==> src/atsm_pkg.sv <==
// Constants for the transmit channel slot mapper.
// Assumes a byte-wide control port with register indices as addresses.
package atsm_pkg;
  localparam logic [7:0] ADDR_CH1_CFG = 8'h1e;
  localparam logic [7:0] ADDR_CH2_CFG = 8'h1f;
  localparam logic [7:0] RST_CH1_CFG = 8'h20;
  localparam logic [7:0] RST_CH2_CFG = 8'h21;
  localparam int ENABLE_BIT = 5;
  localparam int SLOT_MSB = 4;
  localparam logic [7:0] CFG_WRITE_MASK = 8'h3f;
  localparam logic [4:0] RIGHT_HALF_BASE = 5'h10;
  localparam int SAMPLE_BITS = 32;
  localparam int BIT_CNT_W = 5;
  localparam int SLOT_CNT_W = 5;
  localparam int CHANNELS = 2;
  localparam logic FMT_TDM = 1'b0;
  localparam logic FMT_I2S_LJ = 1'b1;
  typedef enum logic [2:0] {
    ST_WAIT = 3'b001,
    ST_RUN = 3'b010,
    ST_SYNCED = 3'b100
  } atsm_state_e;
endpackage : atsm_pkg

==> src/atsm_sample_store.sv <==
// Holds the captured channel one sample; the second entry is never written and stays zero.
// Read data comes from a register, one cycle after the address.
`timescale 1ns/10ps
`default_nettype none
module atsm_sample_store
  import atsm_pkg::*;
(
  // Clock and reset
  input wire logic clk,
  input wire logic rst,
  // Write side
  input wire logic wrEn,
  input wire logic [0:0] wrAddr,
  input wire logic [SAMPLE_BITS-1:0] wrData,
  // Read side
  input wire logic [0:0] rdAddr,
  output logic [SAMPLE_BITS-1:0] rdData
);
  logic [SAMPLE_BITS-1:0] mem_r [CHANNELS];
  logic [SAMPLE_BITS-1:0] rdData_r;

  always_ff @(posedge clk)
  begin
    if (rst)
    begin
      for (int i = 0; i < CHANNELS; i++)
      begin
        mem_r[i] <= '0;
      end
      rdData_r <= '0;
    end
    else
    begin
      if (wrEn)
      begin
        mem_r[wrAddr] <= wrData;
      end
      rdData_r <= mem_r[rdAddr];
    end
  end

  assign rdData = rdData_r;
endmodule // atsm_sample_store
`default_nettype wire

==> src/atsm_tx_slot_map.sv <==
// Transmit channel enable and slot mapper for two serial audio channels.
// Assumes bit clock and frame sync come from outside and are resynchronised
// here; each slot is SAMPLE_BITS bit clocks, MSB first, frame sync high
// marks the first bit of slot 0 (I2S/LJ: left half while frame sync level).
`timescale 1ns/10ps
`default_nettype none
module atsm_tx_slot_map
  import atsm_pkg::*;
(
  // Clock and reset
  input wire logic clk,
  input wire logic rst,
  // Control port
  input wire logic regWr,
  input wire logic [7:0] regAddr,
  input wire logic [7:0] regWrData,
  output logic [7:0] regRdData,
  // Frame options from neighbouring registers
  input wire logic frameFormat,
  input wire logic unusedCycleFillOption,
  input wire logic [1:0] txChannelPinSelect,
  // Converter samples
  input wire logic sampleValid,
  input wire logic [SAMPLE_BITS-1:0] chOneSample,
  input wire logic [SAMPLE_BITS-1:0] chTwoSample,
  // Link pins
  input wire logic bitClk,
  input wire logic frameSync,
  output logic primaryDataOut,
  output logic primaryDataOe,
  output logic secondaryDataOut,
  output logic secondaryDataOe
);
  logic [7:0] cfg1_r, cfg1_nxt, cfg2_r, cfg2_nxt, regRdData_r, regRdData_nxt;
  logic [2:0] bclkSync_r;
  logic [1:0] fsSync_r;
  logic fsPrev_r, fsPrev_nxt;
  atsm_state_e state_r, state_nxt;
  logic [BIT_CNT_W-1:0] bitCnt_r, bitCnt_nxt;
  logic [SLOT_CNT_W-1:0] slotCnt_r, slotCnt_nxt;
  logic rightHalf_r, rightHalf_nxt;
  logic [SAMPLE_BITS-1:0] shift_r [CHANNELS];
  logic [SAMPLE_BITS-1:0] shift_nxt [CHANNELS];
  logic [CHANNELS-1:0] hit;
  logic pOut_r, pOut_nxt, pOe_r, pOe_nxt, sOut_r, sOut_nxt, sOe_r, sOe_nxt;
  logic bclkRise, bclkFall, fsRise, fsEdge, slotStart;
  logic [SAMPLE_BITS-1:0] storeRd;

  // Registers and read-back
  always_comb
  begin
    cfg1_nxt = cfg1_r;
    cfg2_nxt = cfg2_r;
    regRdData_nxt = 8'h00;
    if (regWr && regAddr == ADDR_CH1_CFG)
    begin
      cfg1_nxt = regWrData & CFG_WRITE_MASK;
    end
    if (regWr && regAddr == ADDR_CH2_CFG)
    begin
      cfg2_nxt = regWrData & CFG_WRITE_MASK;
    end
    if (regAddr == ADDR_CH1_CFG)
    begin
      regRdData_nxt = cfg1_r;
    end
    else if (regAddr == ADDR_CH2_CFG)
    begin
      regRdData_nxt = cfg2_r;
    end
  end

  always_ff @(posedge clk)
  begin
    if (rst)
    begin
      cfg1_r <= RST_CH1_CFG;
      cfg2_r <= RST_CH2_CFG;
      regRdData_r <= 8'h00;
    end
    else
    begin
      cfg1_r <= cfg1_nxt;
      cfg2_r <= cfg2_nxt;
      regRdData_r <= regRdData_nxt;
    end
  end

  // Two flops before use; third stage only for edge finding
  always_ff @(posedge clk)
  begin
    if (rst)
    begin
      bclkSync_r <= 3'h0;
      fsSync_r <= 2'h0;
    end
    else
    begin
      bclkSync_r <= {bclkSync_r[1:0], bitClk};
      fsSync_r <= {fsSync_r[0], frameSync};
    end
  end

  assign bclkRise = bclkSync_r[1] & ~bclkSync_r[2];
  assign bclkFall = ~bclkSync_r[1] & bclkSync_r[2];
  // Frame sync is sampled on bit clock rise, where the host launched it stable
  assign fsRise = bclkRise & fsSync_r[1] & ~fsPrev_r;
  assign fsEdge = bclkRise & (fsSync_r[1] != fsPrev_r);
  assign slotStart = (frameFormat == FMT_TDM) ? fsRise : fsEdge;

  atsm_sample_store u_store (
    .clk(clk),
    .rst(rst),
    .wrEn(sampleValid),
    .wrAddr(1'b0),
    .wrData(chOneSample),
    .rdAddr(1'b0),
    .rdData(storeRd)
  );

  // Slot position tracking
  always_comb
  begin
    state_nxt = state_r;
    fsPrev_nxt = fsPrev_r;
    bitCnt_nxt = bitCnt_r;
    slotCnt_nxt = slotCnt_r;
    rightHalf_nxt = rightHalf_r;
    if (bclkRise)
    begin
      fsPrev_nxt = fsSync_r[1];
      if (slotStart)
      begin
        bitCnt_nxt = '0;
        slotCnt_nxt = '0;
        rightHalf_nxt = (frameFormat == FMT_I2S_LJ) && !fsSync_r[1];
        state_nxt = ST_SYNCED;
      end
      else if (state_r != ST_WAIT)
      begin
        bitCnt_nxt = bitCnt_r + 1'b1;
        if (bitCnt_r == BIT_CNT_W'(SAMPLE_BITS - 1))
        begin
          slotCnt_nxt = slotCnt_r + 1'b1;
        end
        state_nxt = ST_RUN;
      end
    end
    case (state_r)
      ST_WAIT, ST_RUN, ST_SYNCED: ;
      default: state_nxt = ST_WAIT;
    endcase
  end

  // Which channel owns the current slot
  for (genvar c = 0; c < CHANNELS; c++)
  begin : g_hit
    logic [7:0] cfg;
    logic [4:0] slotNum;
    logic [SLOT_CNT_W-1:0] target;
    assign cfg = (c == 0) ? cfg1_r : cfg2_r;
    assign slotNum = cfg[SLOT_MSB:0];
    assign target = (frameFormat == FMT_TDM) ? slotNum :
                    (slotNum >= RIGHT_HALF_BASE) ? slotNum - RIGHT_HALF_BASE : slotNum;
    assign hit[c] = (state_r != ST_WAIT) && cfg[ENABLE_BIT] && (target == slotCnt_r) &&
                    ((frameFormat == FMT_TDM) || (slotNum[4] == rightHalf_r));
  end

  // Shift and drive on bit clock fall
  always_comb
  begin
    pOut_nxt = pOut_r;
    pOe_nxt = pOe_r;
    sOut_nxt = sOut_r;
    sOe_nxt = sOe_r;
    for (int i = 0; i < CHANNELS; i++)
    begin
      shift_nxt[i] = shift_r[i];
    end
    if (bclkRise && slotStart)
    begin
      shift_nxt[0] = chOneSample;
      shift_nxt[1] = chTwoSample;
    end
    if (bclkFall)
    begin
      pOut_nxt = 1'b0;
      pOe_nxt = !unusedCycleFillOption;
      sOut_nxt = 1'b0;
      sOe_nxt = !unusedCycleFillOption;
      // disabled channels never hit; channel one applied last wins
      for (int i = CHANNELS - 1; i >= 0; i--)
      begin
        if (hit[i])
        begin
          if (txChannelPinSelect[i])
          begin
            sOut_nxt = shift_r[i][SAMPLE_BITS-1];
            sOe_nxt = 1'b1;
          end
          else
          begin
            pOut_nxt = shift_r[i][SAMPLE_BITS-1];
            pOe_nxt = 1'b1;
          end
          shift_nxt[i] = {shift_r[i][SAMPLE_BITS-2:0], 1'b0};
        end
      end
    end
  end

  always_ff @(posedge clk)
  begin
    if (rst)
    begin
      state_r <= ST_WAIT;
      fsPrev_r <= 1'b0;
      bitCnt_r <= '0;
      slotCnt_r <= '0;
      rightHalf_r <= 1'b0;
      pOut_r <= 1'b0;
      pOe_r <= 1'b0;
      sOut_r <= 1'b0;
      sOe_r <= 1'b0;
      for (int i = 0; i < CHANNELS; i++)
      begin
        shift_r[i] <= '0;
      end
    end
    else
    begin
      state_r <= state_nxt;
      fsPrev_r <= fsPrev_nxt;
      bitCnt_r <= bitCnt_nxt;
      slotCnt_r <= slotCnt_nxt;
      rightHalf_r <= rightHalf_nxt;
      pOut_r <= pOut_nxt;
      pOe_r <= pOe_nxt;
      sOut_r <= sOut_nxt;
      sOe_r <= sOe_nxt;
      for (int i = 0; i < CHANNELS; i++)
      begin
        shift_r[i] <= shift_nxt[i];
      end
    end
  end

  assign regRdData = regRdData_r;
  assign primaryDataOut = pOut_r;
  assign primaryDataOe = pOe_r;
  assign secondaryDataOut = sOut_r;
  assign secondaryDataOe = sOe_r;
endmodule // atsm_tx_slot_map
`default_nettype wire

==> config.mk <==
export PLATFORM = sky130hd
export DESIGN_NAME = atsm_tx_slot_map
export DESIGN_NICKNAME = d
export VERILOG_FILES = /design/src/atsm_pkg.sv /design/src/atsm_sample_store.sv /design/src/atsm_tx_slot_map.sv
export SDC_FILE = /design/constraint.sdc
export NUM_CORES = 1
export LEC_CHECK = 0
export CORE_ASPECT_RATIO = 1.2
export CORE_MARGIN = 2
export CORE_UTILIZATION = 57
export CTS_BUF_LIST = sky130_fd_sc_hd__clkbuf_8
export DETAILED_ROUTE_END_ITERATION = 8
export DONT_BUFFER_PORTS = 1
export PLACE_DENSITY = 0.72
export SLEW_MARGIN = 15
export SYNTH_ARGS = -nofsm -noshare
export SYNTH_HDL_FRONTEND = slang
export SYNTH_SLANG_ARGS = --single-unit
==> constraint.sdc <==
create_clock -name clk -period 1.94 [get_ports clk]
set_input_delay 0.194 -clock clk [delete_from_list [all_inputs] [get_ports clk]]
set_output_delay 0.194 -clock clk [all_outputs]
set_load 0.01 [all_outputs]
==> results.py <==
metrics = {
    "status": {
        "outcome": "finished, violations left",
        "violations": "negative hold slack",
    },
    "worst_setup_path": {
        "worstPathArrival_ns": 2.12,
        "cp-start-kind": "register",
        "path_class": "register to register",
        "critPathSlowestCell": "dlygate4sd3_1",
        "end_kind": "register",
        "slowest_delay_ns": 0.54,
        "crit_top_cell": "nor2_1",
        "worstPathRequired_ns": 2.27,
        "critical_path.max_fanout": 5,
        "cp_cell_sequence": "nor3b_2 > nor2_1 > o21ai_0 > a21oi_1 > nor2_1 > dlygate4sd3_1",
    },
    "global_route": {
        "grt_pass1_wl_um": 17140,
        "grt_start_max_net_pins": 102,
        "grt.overflow.total": 0,
        "busiest_layer": "met2",
        "track_usage_pct": 21.31,
        "use_met1_pct": 25.38,
        "grt_antenna_before_repair": 0,
        "grt_pass1_vias": 3606,
        "use_met2_pct": 36.82,
        "use_met3_pct": 5.183,
    },
    "yosys": {
        "ys_async_sr_fraction_pct": 0,
        "synthSimpleGateAreaFrac_pct": 16.30,
        "synth_area_leaders": "dfxtp_1, mux2i_1, a211oi_2",
        "synth_edf_count": 0,
        "synth_cells": 515,
        "synth-xor-area-share_pct": 1.954,
        "syn-cell-area_um2": 5250,
        "yosys.cell_count.top_type": "dfxtp_1",
        "netlist.area_leader.share_pct": 40.42,
        "synth-main-ff-cell": "dfxtp_1",
        "synth_seq_cells": 106,
        "synth_top_family_by_area": "compound AO/OA/AOI/OAI gates",
        "yosysWarnings": 0,
        "yosys.area_share.adder_pct": 0.7150,
        "avgSynthCellArea_um2": 10.19,
        "seq_area_frac_synth_pct": 40.42,
        "yosysTopAreaCell": "dfxtp_1",
        "synth_commonest_cells": "dfxtp_1, mux2i_1, nor3_1",
        "synth_compound_area_share_pct": 19.71,
        "ys_types": 52,
        "muxShareOfSynthArea_pct": 15.25,
    },
    "cells_and_area": {
        "ff_latch_area_um2": 2122,
        "final_cells": 642,
        "nets": 610,
        "syn2layout_area_growth_pct": 9.533,
        "antenna_cells": 0,
        "fill_cells": 715,
        "layout-drive-gt1-share_pct": 19.35,
        "multiInputGateArea_um2": 2860,
        "final_cell_area_um2": 5751,
    },
    "clock_network": {
        "holdBufCountCts": 25,
        "tritoncts": "yes",
        "root_buffer": "clkbuf_8",
        "htree_levels": 3,
        "clk_latency_ns": 0.38,
        "clockBufferDepth": 2,
        "clock_sinks": 106,
        "cts_buffers": 9,
        "cts_setup_buffers": 0,
        "path_clk_slew_ns": 0.10,
    },
    "die": {
        "start_util_pct": 58.42,
        "die_h_um": 109.1,
        "die_w_um": 91.61,
        "pin_count": 102,
        "rows": 38,
        "coreArea_um2": 8986,
        "die_area_um2": 9997,
    },
    "routing": {
        "vias_per_cell": 5.880,
        "final_antenna_net_count": 0,
        "via_count": 3775,
        "dr.first_iter.drc_count": 133,
        "dr.pass1.iters": 4,
        "routed_wl_um": 10750,
        "routedWlPerCell_um": 16.75,
        "drc": 0,
    },
    "placed_design": {
        "hpwl_um": 7011,
        "place.gp.congestion": 0.8512,
        "placed_area_um2": 5266,
        "placedCellCount": 601,
        "io_buffers": 0,
    },
    "sta": {
        "hold_viol_final": 75,
        "fin_crit_ns": 1.793,
        "drv_slew": 0,
        "tns_ns": 0,
        "max_freq_mhz": 557.7,
        "post-route-period-util_pct": 92.43,
        "clock_skew_ns": 0.01383,
        "holdWs_ns": -0.1322,
        "rsz0062_at_grt": "no",
        "setup_viol": 0,
    },
    "power": {
        "p_per_area_nw_per_um2": 664.0,
        "p_leak_nw": 1.784,
        "ir_drop_mv": 0.4343,
    },
    "flow_run": {
        "maxCapViolCount": 0,
    },
    "hold_path": {
        "hp-class": "input port to register",
    },
}
-- routing by layer --
layer	vias up	wire length, µm
li1	1886	-
met1	1784	4450
met2	86	5495
met3	19	599
met4	0	205
met5	-	0
-- stage by stage --
| stage | setup slack [ns] | utilization, % | total power [mW] |
|---|---|---|---|
| 6_report | 0.1468 | 63.99 | 3.819 |
| 5_1_grt | 0.03496 | 63.99 | 3.947 |
| 4_1_cts | 0.02390 | 63.80 | 3.834 |
| 3_5_place_dp | 0.1934 | 58.60 | 2.354 |
| 3_3_place_gp | 0.2384 | 58.60 | 2.351 |
| 2_1_floorplan | 0.3389 | - | 2.378 |
-- layout make-up --
class | instances | area share, %
sequential | 106 | 36.90
clock buffer | 9 | 2.154
inverter | 4 | 0.2611
tap | 120 | 2.611
timing repair buffer | 36 | 6.723
multi-input combinational | 360 | 49.74
clock inverter | 7 | 1.610
-- repair_timing --
item | CTS | global route
gates resized for setup | 0 | 4
hold endpoints to repair | 104 | 75
setup endpoints to repair | 0 | 1
-- state kept, by name, indices dropped and copies added, names as in the netlist, 2 cells and up --
register    flops
regRdData       6
bitCnt_r        5
cfg1_r          6
state_r         3
cfg2_r          6
bclkSync_r      3
slotCnt_r       5
shift_r        64
fsSync_r        2
-- final timing paths --
check	start	end	slack (ns)	depth (start not counted)
min	rst	shift_r[0][10]	-0.13	1
max	state_r[0]	bitCnt_r[3]	0.15	6
min reg2reg	shift_r[0][63]	secondaryDataOut	0.50	2
max reg2reg	state_r[0]	bitCnt_r[3]	0.15	6
-- logic make-up after synthesis --
logic type / count (synthesis)
and+or+nand+nor: 167
xor gates and xnor gates: 10
other: 1
muxes: 80
DFF: 106
AOI/OAI and AO/OA: 98
adders and majority gates: 3
buffers and inverters: 50
-- report_power, final --
group	leakage, nW	internal [mW]	switching [mW]
combinational	0.822	0.0588	0.0566
clock	0.107	0.725	0.775
sequential	0.855	2.19	0.0112
total	1.78	2.98	0.843
-- cell usage in the layout (no fill, tap or decap), types with 3 or more instances in the layout --
master,n
dfxtp_1,106
nor3_1,68
ha_1,3
clkbuf_8,9
buf_12,4
mux2i_1,80
a22oi_1,4
inv_1,5
nor2_1,42
nand2_1,13
o21ai_0,6
a211o_1,3
nand3_1,4
nor2b_1,9
xor2_1,3
a21oi_1,9
o31a_1,3
xnor2_1,5
a211oi_2,60
dlygate4sd3_1,25
buf_4,6
nand2b_1,5
or3_1,3
-- critical path, delay by kind of cell, from the launching register on --
| family | cells | cell delay (ns) |
|---|---|---|
| buf+inv | 1 | 0.54 |
| compound gates | 2 | 0.25 |
| flops | 1 | 0.38 |
| simple gates | 3 | 0.57 |
Power figures use the tool's default switching activity.
